$ cat src/dcbi_defs.svh
// Purpose: Offsets, field positions, reset values and timing counts.
// Assumes: A 100 MHz clock; all times are in nanoseconds.
// Notes:   Definitions only; included by bare name.
`ifndef DCBI_DEFS_SVH
`define DCBI_DEFS_SVH
// ****************************************
// Timing
// ****************************************
`define DCBI_CLK_NS        10
`define DCBI_ADDR_NS       20
`define DCBI_ADDR_CYC      ((`DCBI_ADDR_NS + `DCBI_CLK_NS - 1) / `DCBI_CLK_NS)
`define DCBI_STRB_NS       30
`define DCBI_STRB_CYC      ((`DCBI_STRB_NS + `DCBI_CLK_NS - 1) / `DCBI_CLK_NS)
`define DCBI_POR_NS        5000
`define DCBI_POR_CYC       ((`DCBI_POR_NS + `DCBI_CLK_NS - 1) / `DCBI_CLK_NS)
`define DCBI_UCYC_NS       2000
`define DCBI_INIT_MIN_UCYC 4
`define DCBI_INIT_MIN_CYC  ((`DCBI_INIT_MIN_UCYC * `DCBI_UCYC_NS) / `DCBI_CLK_NS)
`define DCBI_CNT_W         10
// ****************************************
// Address map
// ****************************************
`define DCBI_RSV_LO        16'h7000
`define DCBI_RSV_HI        16'h7FFF
`define DCBI_SAVE_LO       16'h77F5
`define DCBI_SAVE_HI       16'h77FF
`define DCBI_SAVE_N        11
`define DCBI_SAVE_PC       16'h77F5
`define DCBI_SAVE_P1       16'h77F7
`define DCBI_SAVE_P2       16'h77F9
`define DCBI_SAVE_P3       16'h77FB
`define DCBI_SAVE_AC       16'h77FD
`define DCBI_SAVE_EX       16'h77FE
`define DCBI_SAVE_SR       16'h77FF
`define DCBI_REG_CTRL      16'h77F0
`define DCBI_REG_LDLO      16'h77F1
`define DCBI_REG_LDHI      16'h77F2
`define DCBI_REG_LDDAT     16'h77F3
`define DCBI_REG_STAT      16'h77F4
// ****************************************
// Fields and reset values
// ****************************************
`define DCBI_CTRL_GO       0
`define DCBI_CTRL_CLR      1
`define DCBI_STAT_DBG      0
`define DCBI_STAT_LDBUSY   1
`define DCBI_STAT_RSVHIT   2
`define DCBI_STAT_INIT     3
`define DCBI_PIN_RST       4'b0111
`endif

$ cat src/dcbi_pkg.sv
// Purpose: Types shared by the bus interface files.
// Assumes: Nothing beyond the constants header.
// Notes:   Constants live in dcbi_defs.svh.
package dcbi_pkg;
	// One processor bus cycle as the core asks for it.
	typedef struct packed {
		logic [15:0] addr;   // Full 16-bit address.
		logic [7:0]  wdata;  // Byte to write.
		logic        read;   // High for an input cycle.
		logic        opcode_fetch_flag; // First opcode byte.
		logic        delay;  // Delay cycle status.
		logic        halt;   // Halt status.
	} dcbi_cyc_t;
	// Bus cycle sequencer states.
	typedef enum logic [2:0] {
		ST_IDLE,
		ST_ADDR,
		ST_DATA,
		ST_INT,
		ST_DONE
	} dcbi_state_t;
endpackage

$ cat src/dcbi_sync.sv
// Purpose: Two-flop synchroniser for pin inputs.
// Assumes: Bits are independent levels.
// Notes:   The first flop feeds only the second.
`timescale 1ns/1ps
module dcbi_sync #(
	parameter int         W    = 1,
	parameter logic [W-1:0] INIT = '0
) (
	input  wire logic         clk,   // Clock.
	input  wire logic         rst_n, // Reset, active low.
	input  wire logic [W-1:0] d,     // Asynchronous input.
	output logic      [W-1:0] q      // Synchronised copy.
);
	// ****************************************
	// Per-bit flop pair
	// ****************************************
	genvar i;
	for (i = 0; i < W; i++) begin : g_bit
		logic meta_q; // Only the second flop reads this.
		// Reset value is a constant chosen per bit.
		always_ff @(posedge clk or negedge rst_n) begin
			if (!rst_n) begin
				meta_q <= INIT[i];
				q[i]   <= INIT[i];
			end else begin
				meta_q <= d[i];
				q[i]   <= meta_q;
			end
		end
	end
endmodule

$ cat src/dcbi_state_mem.sv
// Purpose: Saved processor state bytes with registered read.
// Assumes: One write and one read port, same clock.
// Notes:   Contents are not reset; software restores them.
`timescale 1ns/1ps
`include "dcbi_defs.svh"
module dcbi_state_mem import dcbi_pkg::*; (
	input  wire logic       clk,     // Clock.
	input  wire logic       wr_en,   // Write this cycle.
	input  wire logic [3:0] wr_idx,  // Write index.
	input  wire logic [7:0] wr_data, // Write byte.
	input  wire logic [3:0] rd_idx,  // Read index.
	output logic      [7:0] rd_data  // Read byte, one cycle later.
);
	// ****************************************
	// Storage
	// ****************************************
	logic [7:0] mem_q [`DCBI_SAVE_N]; // Eleven saved bytes.
	// Out-of-range indices are dropped on write and read as zero.
	always_ff @(posedge clk) begin
		if (wr_en && wr_idx < 4'(`DCBI_SAVE_N)) begin
			mem_q[wr_idx] <= wr_data;
		end
		rd_data <= (rd_idx < 4'(`DCBI_SAVE_N)) ? mem_q[rd_idx] : 8'h00;
	end
endmodule

$ cat src/dcbi_top.sv
// Purpose: Processor card bus interface with RUN and DEBUG serving.
// Assumes: Pins are asynchronous and pass two flops; 100 MHz clock.
// Notes:   The board supplies the pull-ups and resolves open-drain pins.
`timescale 1ns/1ps
`include "dcbi_defs.svh"
// What this block does
// - Range 7000-7FFF is kept for debug use
// - RUN serves application, DEBUG serves development memory
// - Saved state sits at 77F5 to 77FF
// - Saved PC and AC are writable bytes
// - Loaded bytes go contiguous and unmodified
// - Low wait line stretches the data strobe
// - Wait line idles high, no stretch
// - Power-on drives init pulse, enters DEBUG
// - Reinit during RUN forces DEBUG mode
// - Reinit during DEBUG aborts work in progress
// - Drive enable high drives address lines
// - Drive enable low floats address lines
// - Data lines float outside the three strobes
// - Address strobe carries upper address and status
// - Data strobe moves one byte
// - Data lines 0-3 carry address 12-15
// - Data lines 4-7 carry read, fetch, delay and halt status
// - Cycle request high until cycle completes
module dcbi_top import dcbi_pkg::*; (
	input  wire logic        clk,                  // 100 MHz clock.
	input  wire logic        rst_n,                // Async reset, active low.
	input  wire logic        core_req,             // Core wants a cycle.
	input  wire dcbi_cyc_t   core_cyc,             // Cycle held with request.
	output logic             core_done,            // Cycle finished pulse.
	output logic      [7:0]  core_rdata,           // Read byte at done.
	output logic             core_init,            // Hold core in init.
	output logic             debug_entry,          // Restart at debug entry.
	input  wire logic [15:0] reg_addr,             // Register address.
	input  wire logic [7:0]  reg_wdata,            // Register write data.
	input  wire logic        reg_wr,               // Write strobe.
	input  wire logic        reg_rd,               // Read strobe.
	output logic      [7:0]  reg_rdata,            // Read data, next cycle.
	output logic      [15:0] address_lines_o,      // Address out.
	output logic             address_lines_oe,     // Address drive.
	input  wire logic        address_drive_enable, // Address enable pin.
	output logic             address_strobe_n,     // Address strobe.
	output logic             read_strobe_n,        // Read strobe.
	output logic             write_strobe_n,       // Write strobe.
	input  wire logic [7:0]  shared_data_lines_i,  // Data in.
	output logic      [7:0]  shared_data_lines_o,  // Data out.
	output logic             shared_data_lines_oe, // Data drive.
	input  wire logic        memory_wait_line,     // Wait, low stretches.
	input  wire logic        init_line_n_i,        // Init line level.
	output logic             init_line_n_o,        // Init drive value.
	output logic             init_line_n_oe,       // Init pull-down.
	output logic             cycle_request_out,    // Bus request.
	input  wire logic        halt_stop_select,     // Halt enters DEBUG.
	output logic             debug_mode            // High in DEBUG mode.
);
	// ****************************************
	// Reset release and pin synchronisers
	// ****************************************
	logic       rs1_q;   // First reset release flop.
	logic       rs2_q;   // Released reset used everywhere.
	logic       rst_s_n; // Synchronised reset.
	logic [3:0] pins_s;  // Synchronised control pins.
	logic [7:0] data_s;  // Synchronised data lines.
	logic       aden_s;  // Address enable.
	logic       wait_s;  // Wait line, high when idle.
	logic       init_s;  // Init line level.
	logic       hsel_s;  // Halt select.
	// Reset asserts at once and releases after two edges.
	always_ff @(posedge clk or negedge rst_n) begin
		if (!rst_n) begin
			rs1_q <= 1'b0;
			rs2_q <= 1'b0;
		end else begin
			rs1_q <= 1'b1;
			rs2_q <= rs1_q;
		end
	end
	assign rst_s_n = rs2_q;
	// The wait flops reset high, so no stretch until driven low.
	dcbi_sync #(.W(4), .INIT(`DCBI_PIN_RST)) u_pins (
		.clk   (clk),
		.rst_n (rst_s_n),
		.d     ({halt_stop_select, init_line_n_i, memory_wait_line,
		         address_drive_enable}),
		.q     (pins_s)
	);
	// Read data lag two clocks; responders hold them to strobe end.
	dcbi_sync #(.W(8), .INIT(8'h00)) u_data (
		.clk   (clk),
		.rst_n (rst_s_n),
		.d     (shared_data_lines_i),
		.q     (data_s)
	);
	assign aden_s = pins_s[0];
	assign wait_s = pins_s[1];
	assign init_s = pins_s[2];
	assign hsel_s = pins_s[3];
	// ****************************************
	// Power-on pulse and re-initialisation
	// ****************************************
	logic                  por_q;      // Power-on pulse active.
	logic [`DCBI_CNT_W-1:0] por_cnt_q;  // Power-on pulse length.
	logic [`DCBI_CNT_W-1:0] ilow_cnt_q; // Cycles init seen low.
	logic                  por_end;    // Last cycle of pulse.
	logic                  ilow_sat;   // Low long enough.
	logic                  reinit;     // External reinit event.
	logic                  dbg_ent_q;  // Debug entry pulse.
	assign por_end  = por_q && por_cnt_q == `DCBI_CNT_W'(`DCBI_POR_CYC - 1);
	assign ilow_sat = ilow_cnt_q == `DCBI_CNT_W'(`DCBI_INIT_MIN_CYC);
	// Short glitches below four microcycles are ignored.
	assign reinit   = !por_q && !init_s &&
	                  ilow_cnt_q == `DCBI_CNT_W'(`DCBI_INIT_MIN_CYC - 1);
	// Our own pulse is not sensed, so it cannot retrigger itself.
	always_ff @(posedge clk or negedge rst_s_n) begin
		if (!rst_s_n) begin
			por_q     <= 1'b1;
			por_cnt_q <= '0;
		end else if (por_q) begin
			por_q     <= !por_end;
			por_cnt_q <= por_cnt_q + `DCBI_CNT_W'(1);
		end
	end
	// Count low time, saturating so one event fires per low period.
	always_ff @(posedge clk or negedge rst_s_n) begin
		if (!rst_s_n) begin
			ilow_cnt_q <= '0;
		end else if (por_q || init_s) begin
			ilow_cnt_q <= '0;
		end else if (!ilow_sat) begin
			ilow_cnt_q <= ilow_cnt_q + `DCBI_CNT_W'(1);
		end
	end
	// Either kind of init restarts the core at its debug entry.
	always_ff @(posedge clk or negedge rst_s_n) begin
		if (!rst_s_n) begin
			dbg_ent_q <= 1'b0;
		end else begin
			dbg_ent_q <= por_end || reinit;
		end
	end
	assign init_line_n_o  = 1'b0;
	assign init_line_n_oe = por_q;
	assign core_init      = por_q || ilow_sat;
	assign debug_entry    = dbg_ent_q;
	// ****************************************
	// Register decode
	// ****************************************
	logic        sel_ctrl;  // Control register.
	logic        sel_ldlo;  // Load pointer low.
	logic        sel_ldhi;  // Load pointer high.
	logic        sel_lddat; // Load data.
	logic        sel_stat;  // Status register.
	logic        sel_save;  // Saved state area.
	logic [3:0]  reg_idx;   // Saved state index.
	logic        go_wr;     // Software starts RUN.
	logic        clr_wr;    // Software clears reserved flag.
	assign sel_ctrl  = reg_addr == `DCBI_REG_CTRL;
	assign sel_ldlo  = reg_addr == `DCBI_REG_LDLO;
	assign sel_ldhi  = reg_addr == `DCBI_REG_LDHI;
	assign sel_lddat = reg_addr == `DCBI_REG_LDDAT;
	assign sel_stat  = reg_addr == `DCBI_REG_STAT;
	assign sel_save  = reg_addr >= `DCBI_SAVE_LO && reg_addr <= `DCBI_SAVE_HI;
	assign reg_idx   = 4'(reg_addr - `DCBI_SAVE_LO);
	assign go_wr     = reg_wr && sel_ctrl && reg_wdata[`DCBI_CTRL_GO];
	assign clr_wr    = reg_wr && sel_ctrl && reg_wdata[`DCBI_CTRL_CLR];
	// ****************************************
	// Cycle selection
	// ****************************************
	dcbi_state_t st_q;      // Sequencer state.
	dcbi_state_t st_d;      // Next state.
	dcbi_cyc_t   cyc_q;     // Cycle in progress.
	dcbi_cyc_t   nxt_cyc;   // Cycle about to start.
	logic        debug_q;   // Mode, high in DEBUG.
	logic        src_ld_q;  // Cycle belongs to the loader.
	logic [15:0] ld_ptr_q;  // Next load address.
	logic [7:0]  ld_dat_q;  // Byte waiting to load.
	logic        ld_pend_q; // Load byte pending.
	logic        pick_ld;   // Loader wins this start.
	logic        start;     // A cycle starts now.
	logic        nxt_save;  // Next cycle hits saved state.
	logic        ld_take;   // Loader cycle accepted.
	logic        rsv_hit_q; // RUN touched the reserved range.
	logic        rsv_set;   // Reserved range touched now.
	logic        halt_stop; // Halt ends RUN.
	// The loader only runs in DEBUG, ahead of core requests.
	assign pick_ld  = ld_pend_q && debug_q;
	assign start    = st_q == ST_IDLE && (pick_ld || core_req) && !core_init;
	assign ld_take  = start && pick_ld;
	// Loaded bytes keep their value; only the pointer advances.
	assign nxt_cyc  = pick_ld ? dcbi_cyc_t'{addr: ld_ptr_q, wdata: ld_dat_q,
	                             read: 1'b0, opcode_fetch_flag: 1'b0,
	                             delay: 1'b0, halt: 1'b0} : core_cyc;
	// In DEBUG the save area answers from local storage.
	assign nxt_save = debug_q && nxt_cyc.addr >= `DCBI_SAVE_LO &&
	                  nxt_cyc.addr <= `DCBI_SAVE_HI;
	// Application code must stay out of the range kept for debug.
	assign rsv_set  = start && !debug_q && nxt_cyc.addr >= `DCBI_RSV_LO &&
	                  nxt_cyc.addr <= `DCBI_RSV_HI;
	assign halt_stop = start && !debug_q && nxt_cyc.halt && hsel_s;
	// Init and halt win over a software start in the same cycle.
	always_ff @(posedge clk or negedge rst_s_n) begin
		if (!rst_s_n) begin
			debug_q <= 1'b1;
		end else if (por_q || reinit || halt_stop) begin
			debug_q <= 1'b1;
		end else if (go_wr) begin
			debug_q <= 1'b0;
		end
	end
	// Sticky flag; a set in the clearing cycle is kept.
	always_ff @(posedge clk or negedge rst_s_n) begin
		if (!rst_s_n) begin
			rsv_hit_q <= 1'b0;
		end else begin
			rsv_hit_q <= rsv_set || (rsv_hit_q && !clr_wr);
		end
	end
	// Pointer and data are frozen while a byte is pending.
	always_ff @(posedge clk or negedge rst_s_n) begin
		if (!rst_s_n) begin
			ld_ptr_q  <= 16'h0000;
			ld_dat_q  <= 8'h00;
			ld_pend_q <= 1'b0;
		end else if (reinit) begin
			ld_pend_q <= 1'b0;
		end else if (ld_take) begin
			ld_pend_q <= 1'b0;
			ld_ptr_q  <= ld_ptr_q + 16'h0001;
		end else if (reg_wr && !ld_pend_q) begin
			if (sel_ldlo) ld_ptr_q[7:0] <= reg_wdata;
			if (sel_ldhi) ld_ptr_q[15:8] <= reg_wdata;
			if (sel_lddat) begin
				ld_dat_q  <= reg_wdata;
				ld_pend_q <= 1'b1;
			end
		end
	end
	// ****************************************
	// Bus cycle sequencer
	// ****************************************
	logic [3:0] cnt_q;    // Interval counter.
	logic [3:0] cnt_d;    // Next count.
	logic       int_busy; // Register port owns the store.
	logic [7:0] dout_q;   // Data line output byte.
	logic [7:0] rdata_q;  // Captured read byte.
	logic       int_q;    // Cycle served locally.
	assign int_busy = reg_wr || reg_rd;
	// Strobes stretch while the synchronised wait line is low.
	always_comb begin
		st_d  = st_q;
		cnt_d = cnt_q;
		case (st_q)
			ST_IDLE: begin
				cnt_d = 4'h0;
				if (start) st_d = nxt_save ? ST_INT : ST_ADDR;
			end
			ST_ADDR: begin
				cnt_d = cnt_q + 4'h1;
				if (cnt_q == 4'(`DCBI_ADDR_CYC - 1)) begin
					st_d  = ST_DATA;
					cnt_d = 4'h0;
				end
			end
			ST_DATA: begin
				if (cnt_q < 4'(`DCBI_STRB_CYC - 1)) cnt_d = cnt_q + 4'h1;
				if (cnt_q == 4'(`DCBI_STRB_CYC - 1) && wait_s) st_d = ST_DONE;
			end
			ST_INT: begin
				if (!int_busy) st_d = ST_DONE;
			end
			ST_DONE: st_d = ST_IDLE;
			default: st_d = ST_IDLE;
		endcase
		if (reinit) st_d = ST_IDLE;
	end
	// Status byte goes out at start, write byte at the data interval.
	always_ff @(posedge clk or negedge rst_s_n) begin
		if (!rst_s_n) begin
			st_q     <= ST_IDLE;
			cnt_q    <= 4'h0;
			cyc_q    <= '0;
			src_ld_q <= 1'b0;
			int_q    <= 1'b0;
			dout_q   <= 8'h00;
		end else begin
			st_q  <= st_d;
			cnt_q <= cnt_d;
			if (start) begin
				cyc_q    <= nxt_cyc;
				src_ld_q <= pick_ld;
				int_q    <= nxt_save;
				dout_q   <= {nxt_cyc.halt, nxt_cyc.delay,
				             nxt_cyc.opcode_fetch_flag, nxt_cyc.read,
				             nxt_cyc.addr[15:12]};
			end else if (st_q == ST_ADDR && st_d == ST_DATA) begin
				dout_q <= cyc_q.wdata;
			end
		end
	end
	// Read byte is taken on the last strobe clock.
	always_ff @(posedge clk or negedge rst_s_n) begin
		if (!rst_s_n) begin
			rdata_q <= 8'h00;
		end else if (st_q == ST_DATA && st_d == ST_DONE && cyc_q.read) begin
			rdata_q <= data_s;
		end
	end
	assign address_strobe_n     = !(st_q == ST_ADDR);
	assign read_strobe_n        = !(st_q == ST_DATA && cyc_q.read);
	assign write_strobe_n       = !(st_q == ST_DATA && !cyc_q.read);
	assign shared_data_lines_oe = st_q == ST_ADDR ||
	                              (st_q == ST_DATA && !cyc_q.read);
	assign shared_data_lines_o  = dout_q;
	assign address_lines_o      = cyc_q.addr;
	// Enable low leaves the lines free for forced addresses.
	assign address_lines_oe     = (st_q == ST_ADDR || st_q == ST_DATA) && aden_s;
	assign cycle_request_out    = st_q == ST_ADDR || st_q == ST_DATA;
	assign core_done            = st_q == ST_DONE && !src_ld_q;
	assign debug_mode           = debug_q;
	// ****************************************
	// Saved state store and register reads
	// ****************************************
	logic       mem_we;    // Store write.
	logic [3:0] mem_widx;  // Store write index.
	logic [7:0] mem_wdat;  // Store write byte.
	logic [3:0] mem_ridx;  // Store read index.
	logic [7:0] mem_rdat;  // Store read byte.
	logic       int_wr;    // Core writes saved state.
	logic [3:0] cyc_idx;   // Core index into the store.
	logic [7:0] reg_rdq;   // Register read byte.
	logic       rd_save_q; // Last read hit the store.
	assign cyc_idx  = 4'(cyc_q.addr - `DCBI_SAVE_LO);
	assign int_wr   = st_q == ST_INT && !int_busy && !cyc_q.read;
	// Software writes reach the state restored on resume.
	assign mem_we   = (reg_wr && sel_save) || int_wr;
	assign mem_widx = reg_wr ? reg_idx : cyc_idx;
	assign mem_wdat = reg_wr ? reg_wdata : cyc_q.wdata;
	assign mem_ridx = reg_rd ? reg_idx : cyc_idx;
	dcbi_state_mem u_mem (
		.clk     (clk),
		.wr_en   (mem_we),
		.wr_idx  (mem_widx),
		.wr_data (mem_wdat),
		.rd_idx  (mem_ridx),
		.rd_data (mem_rdat)
	);
	// Unmapped addresses read as zero.
	always_ff @(posedge clk or negedge rst_s_n) begin
		if (!rst_s_n) begin
			reg_rdq   <= 8'h00;
			rd_save_q <= 1'b0;
		end else if (reg_rd) begin
			rd_save_q <= sel_save;
			reg_rdq   <= sel_ldlo  ? ld_ptr_q[7:0] :
			             sel_ldhi  ? ld_ptr_q[15:8] :
			             sel_lddat ? ld_dat_q :
			             sel_stat  ? {4'h0, core_init, rsv_hit_q, ld_pend_q, debug_q} :
			             8'h00;
		end
	end
	assign reg_rdata  = rd_save_q ? mem_rdat : reg_rdq;
	assign core_rdata = int_q ? mem_rdat : rdata_q;
endmodule

$ cat config.mk
export PLATFORM = sky130hd
export DESIGN_NAME = dcbi_top
export DESIGN_NICKNAME = d
export VERILOG_FILES = /design/src/dcbi_pkg.sv /design/src/dcbi_sync.sv /design/src/dcbi_state_mem.sv /design/src/dcbi_top.sv
export VERILOG_INCLUDE_DIRS = /design/src
export SDC_FILE = /design/constraint.sdc
export NUM_CORES = 1
export LEC_CHECK = 0
export ABC_AREA = 1
export BUFFER_PORTS_ARGS = -buffer_cell sky130_fd_sc_hd__buf_2
export CAP_MARGIN = 20
export CELL_PAD_IN_SITES_DETAIL_PLACEMENT = 0
export CELL_PAD_IN_SITES_GLOBAL_PLACEMENT = 1
export CORE_ASPECT_RATIO = 0.9
export CORE_MARGIN = 10
export CORE_UTILIZATION = 45
export CTS_CLUSTER_DIAMETER = 80
export CTS_CLUSTER_SIZE = 24
export DETAILED_ROUTE_END_ITERATION = 10
export PLACE_DENSITY = 0.88
export SYNTH_ARGS = -nofsm -noshare
export SYNTH_HDL_FRONTEND = slang
export SYNTH_SLANG_ARGS = --single-unit
export TNS_END_PERCENT = 100
$ cat constraint.sdc
create_clock -name clk -period 4.8 [get_ports clk]
set_input_delay 0.48 -clock clk [delete_from_list [all_inputs] [get_ports clk]]
set_output_delay 0.48 -clock clk [all_outputs]
set_load 0.02 [all_outputs]
; ---- Word level (Yosys, flattened, before mapping)
; Memory sizes are Yosys's and may differ from the RTL's. A register that Yosys moved wholly into a read port is not among the register bits.
; Cells that the tools add are included.
[word_totals]
regBits = 134
mem_bits_rw = 88
in_bits = 69
out_inout_bits = 52
wordCells = 191
mem_count = 1
[op_classes]
n_addsub = 6
magnitude_cmp = 9
eq_ne = 18
n_mux = 37
bitwise_logic = 2
reduce_logical = 71
[memory_table]
columns = memory, words, word_bits, read_ports, rd_clocked_by_memory_dff, wr, line
row1 = u_mem.mem_q, 11, 8, 1, 1, 1, dcbi_state_mem.sv:17  ; logic [7:0] mem_q [`DCBI_SAVE_N];
[ops]
columns = operator, n
row1 = 16-bit by 15-bit equality test with 1-bit output (second input constant), 5
row2 = 8-bit 2-to-1 mux, 10
row3 = 16-bit by 15-bit greater-or-equal comparator with 1-bit output (second input constant), 3
row4 = 16-bit by 15-bit <= comparator with 1-bit output (second input constant), 3
row5 = 1-bit logical AND, 32
row6 = 16-bit 2-to-1 mux, 2
row7 = 28-bit 2-to-1 mux, 1
row8 = 10-bit by 1-bit adder with 10-bit output (second input constant), 2
row9 = 10-bit equality test (second input constant), 2
row10 = 10-bit 2-to-1 mux, 2
row11 = 4-bit 2-to-1 mux, 5
row12 = 16-bit by 1-bit adder with 16-bit output (second input constant), 1
row13 = 3-bit 2-to-1 mux, 5
row14 = 1-bit logical NOT, 14
row15 = 3-bit case mux with 4 select lines, 1
row16 = 4-bit case mux with 3 select lines, 1
row17 = 1-bit logical OR, 11
row18 = 10-bit by 9-bit equality test with 1-bit output (second input constant), 1
row19 = 2-bit nonzero test, 5
row20 = 3-bit by 2-bit equality test with 1-bit output (second input constant), 3
row21 = 1-bit 2-to-1 mux, 9
row22 = 3-bit nonzero test, 3
row23 = 4-bit less-than comparator (second input constant), 2
row24 = 4-bit by 3-bit subtractor with 4-bit output (second input constant), 2
row25 = other kinds (14), 18

; ---- Logic depth before layout (Yosys ltp)
; Gate-level depths: netlist (run 1).
[logic_depth]
word_depth = 13
mapped_depth = 15
ltp_nobuf = 14

; ---- Cells and area by module
; Synthesis (run 1) repeated with hierarchy kept, for this count alone.
[hier_totals]
cells_unflattened = 1264
hier_area_um2 = 11167.0
[modules_own_cells]
columns = module, n_inst, cells_per_inst, area_per_inst_um2, seq_area_each_um2
row1 = dcbi_top, 1, 913, 6675.2, 2755.1
row2 = dcbi_state_mem, 1, 327, 3883.7, 2802.7
row3 = dcbi_sync at u_data, 1, 16, 400.4, 400.4
row4 = dcbi_sync at u_pins, 1, 8, 207.7, 207.7

; ---- Worst setup path before layout (run 1)
; Ideal clock, no wire load.
[synth_timing]
kind = input-to-reg
start = input port reg_addr[0]
end = memory u_mem.mem_q[2][0], enable pin
arrival_ps = 1968
path_slack_ps = 2461
stages = 11
n_path_buf = 0
cell_sequence = inv_1 ha_1 or2_2 o21ai_0 inv_1 nor2_1 o21ai_0 nand2_1 nor2_1 nand2_1 nor2_1
[synth_via]
elab_chain_len = 7
elab_cells_between_ends = 11
cone_classes = 1 x add/sub / 3 x order compare / 3 x mux / 4 x reduce/logical
[synth_rtl]
columns = item, line
row1 = start: declaration, dcbi_top.sv:34  ; input wire logic [15:0] reg_addr,
row2 = "parallel branches: the longest is 7 deep, another holds 4-bit by 3-bit subtractor with 4-bit output", -
row3 = end: declaration, dcbi_state_mem.sv:17
; Parallel ways; which one is timed is not known.

; ---- Worst setup path in the final report (run 1)
[layout_timing]
start = register debug_q, in the netlist debug_mode
end = register ld_ptr_q[14]
[layout_via]
elab_chain_len = 7
elab_cells_between_ends = 9
cone_classes = 1 x mux / 8 x reduce/logical
[layout_rtl]
columns = item, line
row1 = start: declaration, dcbi_top.sv:173  ; logic debug_q;
row2 = start signal: assignment, dcbi_top.sv:203  ; debug_q <= 1'b1;
row3 = start signal: assignment, dcbi_top.sv:205  ; debug_q <= 1'b1;
row4 = start signal: assignment, dcbi_top.sv:207  ; debug_q <= 1'b0;
row5 = 1-bit logical AND *, dcbi_top.sv:186  ; assign pick_ld = ld_pend_q && debug_q;
row6 = 1-bit logical OR, dcbi_top.sv:187  ; assign start = st_q == ST_IDLE && (pick_ld || core_req) && !core_init;
row7 = 1-bit logical AND (2 in series), dcbi_top.sv:187
row8 = 1-bit logical AND *, dcbi_top.sv:188  ; assign ld_take = start && pick_ld;
row9 = 2-bit nonzero test (no line), -
row10 = 3-bit AND reduction (no line), -
row11 = end signal: assignment, dcbi_top.sv:228  ; ld_ptr_q <= ld_ptr_q + 16'h0001;
row12 = end signal: assignment, dcbi_top.sv:231  ; if (sel_ldhi) ld_ptr_q[15:8] <= reg_wdata;
row13 = end: declaration, dcbi_top.sv:175  ; logic [15:0] ld_ptr_q;
; Every way passes the cells marked *; elsewhere a longest branch is shown, timed or not.
; A chain may end at the register's enable or synchronous reset.

==> results.txt, run 1 <==
* Worst setup skew after layout: 0.02023 ns
- After global routing the overflow that remains totals 0.
- Ratio of final minimum period to clock period: 0.6840
* Clock buffer count from CTS: 14
- First-pass iteration count of the detailed router: 6
- Counting distinct cell types in the post-synthesis netlist gives 51.
- At the worst endpoint, the required time is 5.18 ns.
- First-iteration detailed-routing DRC count: approximately 750
- Total DRC errors in the routed layout: 0
- After detailed routing, the total wire length is roughly 30000 um.
* Cell area after technology mapping: about 11000 um^2
- In the final layout, the share of cells above drive strength 1 is 0.1517.
- I/O pin cnt: around 120
- Die outline area: 30830 um^2
* Area contributors post-synth: dfrtp_1 29%, edfxtp_1 24%, nand2_1 12%
- Mapped Cells: around 1200
- Global-route track usage on met2: 0.2978
- Derived from the worst setup path, the maximum achievable clock frequency is around 0.3 GHz.
* Post-synthesis cell type with the largest combined area: dfrtp_1
- Fraction of synthesis flops using an asynchronous set or reset pin: 0.5826
* GPL Wtd Cong: 0.8924
* Depth of the most critical reg-to-reg path: 13
- The count of nets left with antenna violations once routing finished came out at 0.
* Clock tree from TritonCTS: yes
- The clock drives 230 sinks.
- Number of nets in the finished design: ~1400
* HPWL reported at the end of detailed placement: between 20000 and 25000 um
- Startpoint of the worst hold path: memory_wait_line
- Pins over their slew limit: 0
- Peak-usage layer in the global routing report: met2
- At the pin with the least slew margin, the transition time is just over 1 ns.
- STA classifies the critical path endpoint as a flop.
- Critical path start-end classification: reg -> reg
- Number of synthesized flops with an enable pin: 88
* Die Y: 167.6 um
- Hold path depth: 1
- The routed layout has 8489 vias.
- Clock latency on the worst-skew pair, taken at its later pin, is ~0.5 ns.
* Clk slew on worst S/H paths: ~0.10 ns
- Setup repair after global routing missed its margin: no
- The initial antenna violation count is 3.
- The worst path needs between 3 and 4 ns of the cycle, external delays included.
* Maximum capacitance violations: 0
- Capture instance of the worst register-to-register path: ld_ptr_q[14]
- The worst register-to-register path begins at debug_mode.
- Nets in the synthesized netlist: 1291
- In this run the number of H-tree levels came out at 1.
- Summed over all cells, the static leakage comes to between 5 and 6 nW.
* Total negative slack for setup checks: 0 ns
* Yosys warnings: 0
- Along the worst path, the maximum fanout reaches 22.
- The flow ran to the end, and the final reports show no timing, DRC or antenna violations.
* Register area share after synthesis: 0.5661
* Avg WL per Cell: about 19 um
* Number of global-route vias before repair: just over 8000
* Final Hold Fails: 0
* Main synth FF type: dfrtp_1
- M1 GR Usage: 0.2664
- The tree is rooted in a clkbuf_16.
* Postcts setup bufs: 0
* Fraction of synthesized cell area taken by the top area cell type: 0.2895
* I/O Buffers: between 100 and 150
- Dividing the detail-routed via count by the number of cells gives between 5 and 6.
- Final core utilization: 0.5086
- The area growth from synthesis to layout is 10.25%.
- Syn avg cell area: around 9.0 um^2
* Signal arrival time at the worst endpoint: roughly 3.7 ns
- Across every metal layer, demand over resource in global routing totals 0.1910.
- Number of buffers between clock root and the deepest sink: 3
- End point of the worst hold path: u_pins.g_bit[1].meta_q
- Worst setup slack for register-to-register paths: approximately 1.5 ns
- In this run the power density over the cells is around 460 nW/um^2.
- Overall power consumption after layout is estimated at around 5.6 mW.
* Placeable core region: ~24000 um^2
- Peak ir drop on the vdd network: 0.2942 mV
- Worst Setup Start Kind: flop
* Fraction of met3 tracks used by global routing: 0.04522
- Hold/Removal Path Class: in -> reg
- Row generation in the floorplan step produced between 50 and 60 rows.
- The first global-routing pass estimated around 47000 um of wire.
* Synth Register Bits: 230
* Number of failing setup endpoints in the final timing report: 0
- Effective utilization at floorplan: 0.4614
- The die is 184.0 um wide.
* Worst slew margin relative to its limit: 0.3154
* Maximum number of pins on one net before global-route repair: 50
[state kept, by name, summed over array words and instances (netlist names), 8 cells and up]
signal	cells
u_mem.mem_q	88
u_data.g_bit.meta_q	8
por_cnt_q	10
address_lines_o	16
ld_ptr_q	16
rdata_q	8
ilow_cnt_q	10
reg_rdq	8
ld_dat_q	8
u_data.q	8
cyc_q	9
u_mem.rd_data	8
shared_data_lines_o	8
[synth_stat cells (14+ instances only)]
cell        n
a21oi_1    25
buf_2      19
buf_4      21
clkbuf_1   19
dfrtp_1   126
edfxtp_1   88
inv_1      97
nand2_1   336
nand3_1    57
nor2_1    107
o21ai_0   125
o22ai_1    22
xor2_1     14
[critical path, cell delays in order (launching register included)]
cell	delay, ns
dfstp_2	0.77
nand2_2	0.10
inv_2	0.25
nor2_1	0.08
nor2_1	0.13
nand3_2	0.11
inv_2	0.30
nand2_2	0.35
nand2_1	0.19
nand2_1	0.08
a21oi_2	0.46
inv_1	0.19
nand2_1	0.09
nand2_1	0.06
[placed cells by master, fill, tap and decap left out, types with 2 or more instances in the layout]
master,instances
nor3_1,11
clkinv_1,2
o22ai_1,22
nor3_2,2
nand4_1,13
nand2_1,336
diode_2,2
a21oi_2,7
nor2_1,107
o21ai_0,125
conb_1,2
xor2_1,14
o31ai_1,5
nand3_2,3
a21oi_1,25
mux2_2,6
nand3_1,57
o221ai_1,3
ha_1,13
dfstp_2,8
clkbuf_1,5
a31oi_1,11
xnor2_1,5
o211ai_1,3
nor2_2,4
or2_2,4
nand3_4,2
inv_2,4
buf_4,8
inv_1,97
nand2_2,4
edfxtp_1,88
clkbuf_16,15
buf_2,121
nand4_2,2
o21ai_1,13
dfrtp_1,125
dfxtp_1,8
[layout make-up]
cell class | count | area, um^2
fill | 2234 | 11600
sequential | 230 | 6170
multi-input combinational | 813 | 3963
timing repair buffer | 130 | 675.6
clock buffer | 20 | 394.1
inverter | 102 | 382.9
tap | 302 | 377.9
clock inverter | 4 | 40.04
antenna | 2 | 5.005
[how the worst max path moves through the flow]
| stage | startpoint | endpoint | cells after the start | slack, ns |
|---|---|---|---|---|
| finish | debug_mode | ld_ptr_q[14] | 13 | 1.52 |
| global route | debug_mode | ld_ptr_q[13] | 13 | 1.21 |
| CTS | debug_mode | ld_ptr_q[11] | 13 | 1.55 |
| detailed placement | ld_pend_q | ld_ptr_q[11] | 13 | 1.60 |
| global placement | debug_mode | ld_ptr_q[14] | 13 | 1.69 |
| floorplan | rs2_q | address_lines_o[0] | 0 | 0.80 |
[timing repair]
action / CTS / global route
hold buffers: 1 / 0
hold endpoints to repair: 2 / 0
gates resized for setup: 0 / 0
[report_power, final]
part,total [mW],switching (mW),internal [mW]
combinational,1.70,1.19,0.512
sequential,2.61,0.242,2.37
clock,1.27,0.672,0.596
total,5.57,2.10,3.47
[kinds of logic (layout without fill, tap and decap cells)]
family | after synthesis | after routing | share of synthesized area
simple gates | 550 | 550 | 0.2124
flops | 230 | 230 | 0.5661
compound gates | 223 | 223 | 0.1143
buf+inv | 166 | 256 | 0.07007
xor+xnor | 19 | 19 | 0.01528
fa+ha+maj | 13 | 13 | 0.01493
mux | 6 | 6 | 0.006203
other cells | 2 | 4 | 0.0006895
[routing by layer]
metal	share of wire	vias up
met1	0.45	4020
li1	-	4156
met5	0.00057	-
met4	0.015	2
met2	0.45	275
met3	0.083	36
[through the flow]
step	instances	setup WS [ns]	hold WS [ns]	area, um^2
4_1_cts	1601	1.554	0.06475	12000
6_report	1603	1.517	0.07360	12010
2_1_floorplan	1209	0.8042	0.1844	10890
3_3_place_gp	1574	1.689	0.2656	11550
3_5_place_dp	1576	1.604	0.2674	11560
5_1_grt	1601	1.209	0.06045	12000
No activity file was read; power rests on OpenSTA's default activity.
==> inputs of run 2 (changes only) <==
Settings changed: CORE_UTILIZATION 45 to 41, PLACE_DENSITY 0.88 to 0.85.
Clock period 4.8 ns to 2.77 ns, I/O delays scaled along.
==> run 2 against run 1 <==
Effect of this change: core utilization down 3.5 points; clock skew grew 0.0024 ns; die area rose by 8.6%; cell count is 4.7% higher; worst setup slack got worse by 1.3 ns; clock-buffer cell count rose by 1; clock power is 76% higher; non-clock buffer count up 32; sequential power is 73% higher; highest routed layer unchanged.
==> results.txt, run 2 (synthesized netlist as in run 1, its figures left out) <==
* Outcome: finished, final reports clean
- Ordered cell list for the critical path: inv_1 -> ha_1 -> xnor2_1 -> nand2_1 -> o21ai_0 -> o21ai_0 -> nand2_1 -> nor2_1 -> nand2_1 -> nor2_1
- Clock tree synthesis inserted a total of 14 buffers.
- Of the available clock period, the critical path in the final layout requires 0.9050.
- Part of the total power dissipated in combinational logic: 0.306
* Setup repair after global routing missed its margin: no
- Total DRC errors in the routed layout: 0
- The design draws 9.726 mW.
* Cell Count, Final, Fillers Out: 1679
- In this design, the critical path's most frequently occurring cell is nand2_1.
- In this run the tightest slew margin relative to its limit is 0.4877.
- Final Hold Slack: between 0.09 and 0.1 ns
- The detailed router finished its first iteration with between 600 and 700 violations.
- Tot GR Track Use: 0.1817
- # placed instances: between 1500 and 2000
- Count of H-tree levels built during CTS: 1
- The floorplan step defined a die boundary enclosing between 30000 and 40000 um^2.
* Width of the chip: between 150 and 200 um
- Cell internal power was estimated by the tool at just over 6 mW.
* Clock insertion delay at the later pin of the skew report: 0.49 ns
- Entering global routing, the biggest net connects 55 pins.
- Clk slew on worst S/H paths: about 0.09 ns
* Clock tree from TritonCTS: yes
* Critical Path Sink Type: flop
* Sequential fraction of design power: 0.464
* Switching Power: between 3 and 4 mW
- Pins over their slew limit: 0
- Die Y: between 150 and 200 um
* Number of nets in the finished design: ~1400
- The initial antenna violation count is 2.
- Root Buffer Master: clkbuf_16
* Worst path required time: 2.89 ns
* Number of failing setup endpoints in the final timing report: 0
- Share of final-layout standard cells stronger than drive strength 1: 0.1653
- On the critical path, the stage with the largest delay is an instance of nor2_1.
- In the final routed layout, each cell accounts on average for between 15 and 20 um.
- Flip-flop count of the largest register, all copies and words added: between 80 and 90
- Signal arrival time at the worst endpoint: about 2.6 ns
- The core region is 26140 um^2.
- Of the total power, the clock network draws 0.229.
* Final wirelength: 30560 um
* Commonest non-fill, non-tap cell in the layout: nand2_1
* Worst Setup Start Kind: flop
- Of the total power, the share spent switching nets is 0.3733.
- Detail Route Antenna Nets: 0
- The worst setup path is of the reg -> reg kind.
- Once detailed placement completed, the half-perimeter wirelength came to roughly 23000 um.
- For this configuration, the core starts out at a cell density of 0.4167.
- First-pass GRT wire length: between 40000 and 50000 um
- Across the run, the number of max-cap violations was 0.
- The register with the most flip-flops in the final layout is u_mem.mem_q.
* Max stage delay on crit path: about 0.54 ns
- Counting the fill cells in the layout gives 2492.
- Area growth syn-to-layout: 13.58%
- Total negative slack for setup checks: 0 ns
- Depth of the most critical reg-to-reg path: 10
- Worst setup skew after layout: 0.02262 ns
- For the pin with the worst max-slew slack, the measured transition is a little under 0.8 ns.
- Final core utilization: 0.4733
- Max Fanout on Critical Path: 8
* Vias after detailed routing: slightly below 9000
- The first TritonRoute pass finished after 7 iterations.
* Final period demand of the worst path: around 2.5 ns
- GPL Wtd Cong: approximately 0.90
- Drt via density: approximately 5.2
* I/O Buffers: between 100 and 150
- Highest achievable clock rate: around 0.4 GHz
- Site Rows: between 50 and 60
* Power per unit of standard cell area: slightly below 800 nW/um^2
* I/O pin cnt: around 120
- Most frequent cells in the layout: 336 x nand2_1, 125 x o21ai_0, 125 x dfrtp_1, 119 x buf_2, 105 x nor2_1
* Total gr overflow: 0
- The final-report hold violation count is 0.
- No sink is reached through more buffers than the 3 on the longest clock path.
- IR analysis of the VDD net gives a maximum drop of 0.3363 mV.
- The number of antenna diodes in the final layout is 0.
* Number of global-route vias before repair: about 8500
- Summed over all cells, the static leakage comes to around 5.7 nW.
- In this run the worst hold path is classified as in -> async.
* Postcts setup bufs: 0
* Clock tree sinks: 230
## run 2: per-stage QoR
| stage | worst slack (ns) | instance area [um^2] |
|---|---|---|
| 2_1_floorplan | 0.5488 | 10890 |
| 3_3_place_gp | 0.1792 | 11780 |
| 3_5_place_dp | 0.08626 | 11780 |
| 4_1_cts | 0.2288 | 12360 |
| 5_1_grt | 0.02836 | 12370 |
| 6_report | 0.2631 | 12370 |
## run 2: per-layer routing
layer,GRT usage,part of all wire,up-vias
li1,-,-,4209
met1,0.2537,0.44,4084
met2,0.2843,0.45,317
met3,0.03881,0.082,37
met4,0.03709,0.019,4
met5,0,0.0011,-
## run 2: area by class of cell
cell class	instances	area [um^2]	area share
clock buffer	21	407.9	0.03297
clock inverter	3	43.79	0.003540
inverter	102	382.9	0.03095
multi-input combinational	813	3968	0.3207
sequential	230	6170	0.4987
tap	348	435.4	0.03520
timing repair buffer	162	963.4	0.07788
## run 2: timing repair
action,in CTS,in global routing
gates resized for setup,0,2
endpoints found under the hold margin,14,0
hold buffers,13,0
endpoints found under the setup margin,0,8
## run 2: power by group through the flow
stage / sequential (mW) / combinational (mW) / clock (mW)
after CTS: 4.52 / 3.01 / 2.29
after detailed placement: 4.58 / 2.98 / 0
after floorplan: 4.49 / 2.10 / 0
final: 4.52 / 2.98 / 2.23
after global placement: 4.57 / 2.96 / 0
after global routing: 4.59 / 3.37 / 2.43
## run 2: worst max-delay path, delay by kind of cell, from the launching register on
family	cells	cell delay [ns]
buffers and inverters	1	0.08
adder cells (fa/ha/maj)	1	0.20
XOR/XNOR	1	0.14
flip-flops	1	0.39
AO/OA/AOI/OAI	2	0.38
AND/OR/NAND/NOR	5	0.96
## run 2: worst paths after layout
| kind | startpoint | endpoint | slack [ns] |
|---|---|---|---|
| max in group asynchronous | rs2_q | u_pins.g_bit[2].meta_q | 1.52 |
| min in group clk | core_cyc[18] | address_lines_o[6] | 0.10 |
| max reg2reg | address_lines_o[0] | u_mem.mem_q[10][2] | 0.26 |
| min | rst_n | rs2_q | 0.1 |
| max | address_lines_o[0] | u_mem.mem_q[10][2] | 0.26 |
| min reg2reg | u_data.g_bit[6].meta_q | u_data.q[6] | 0.36 |
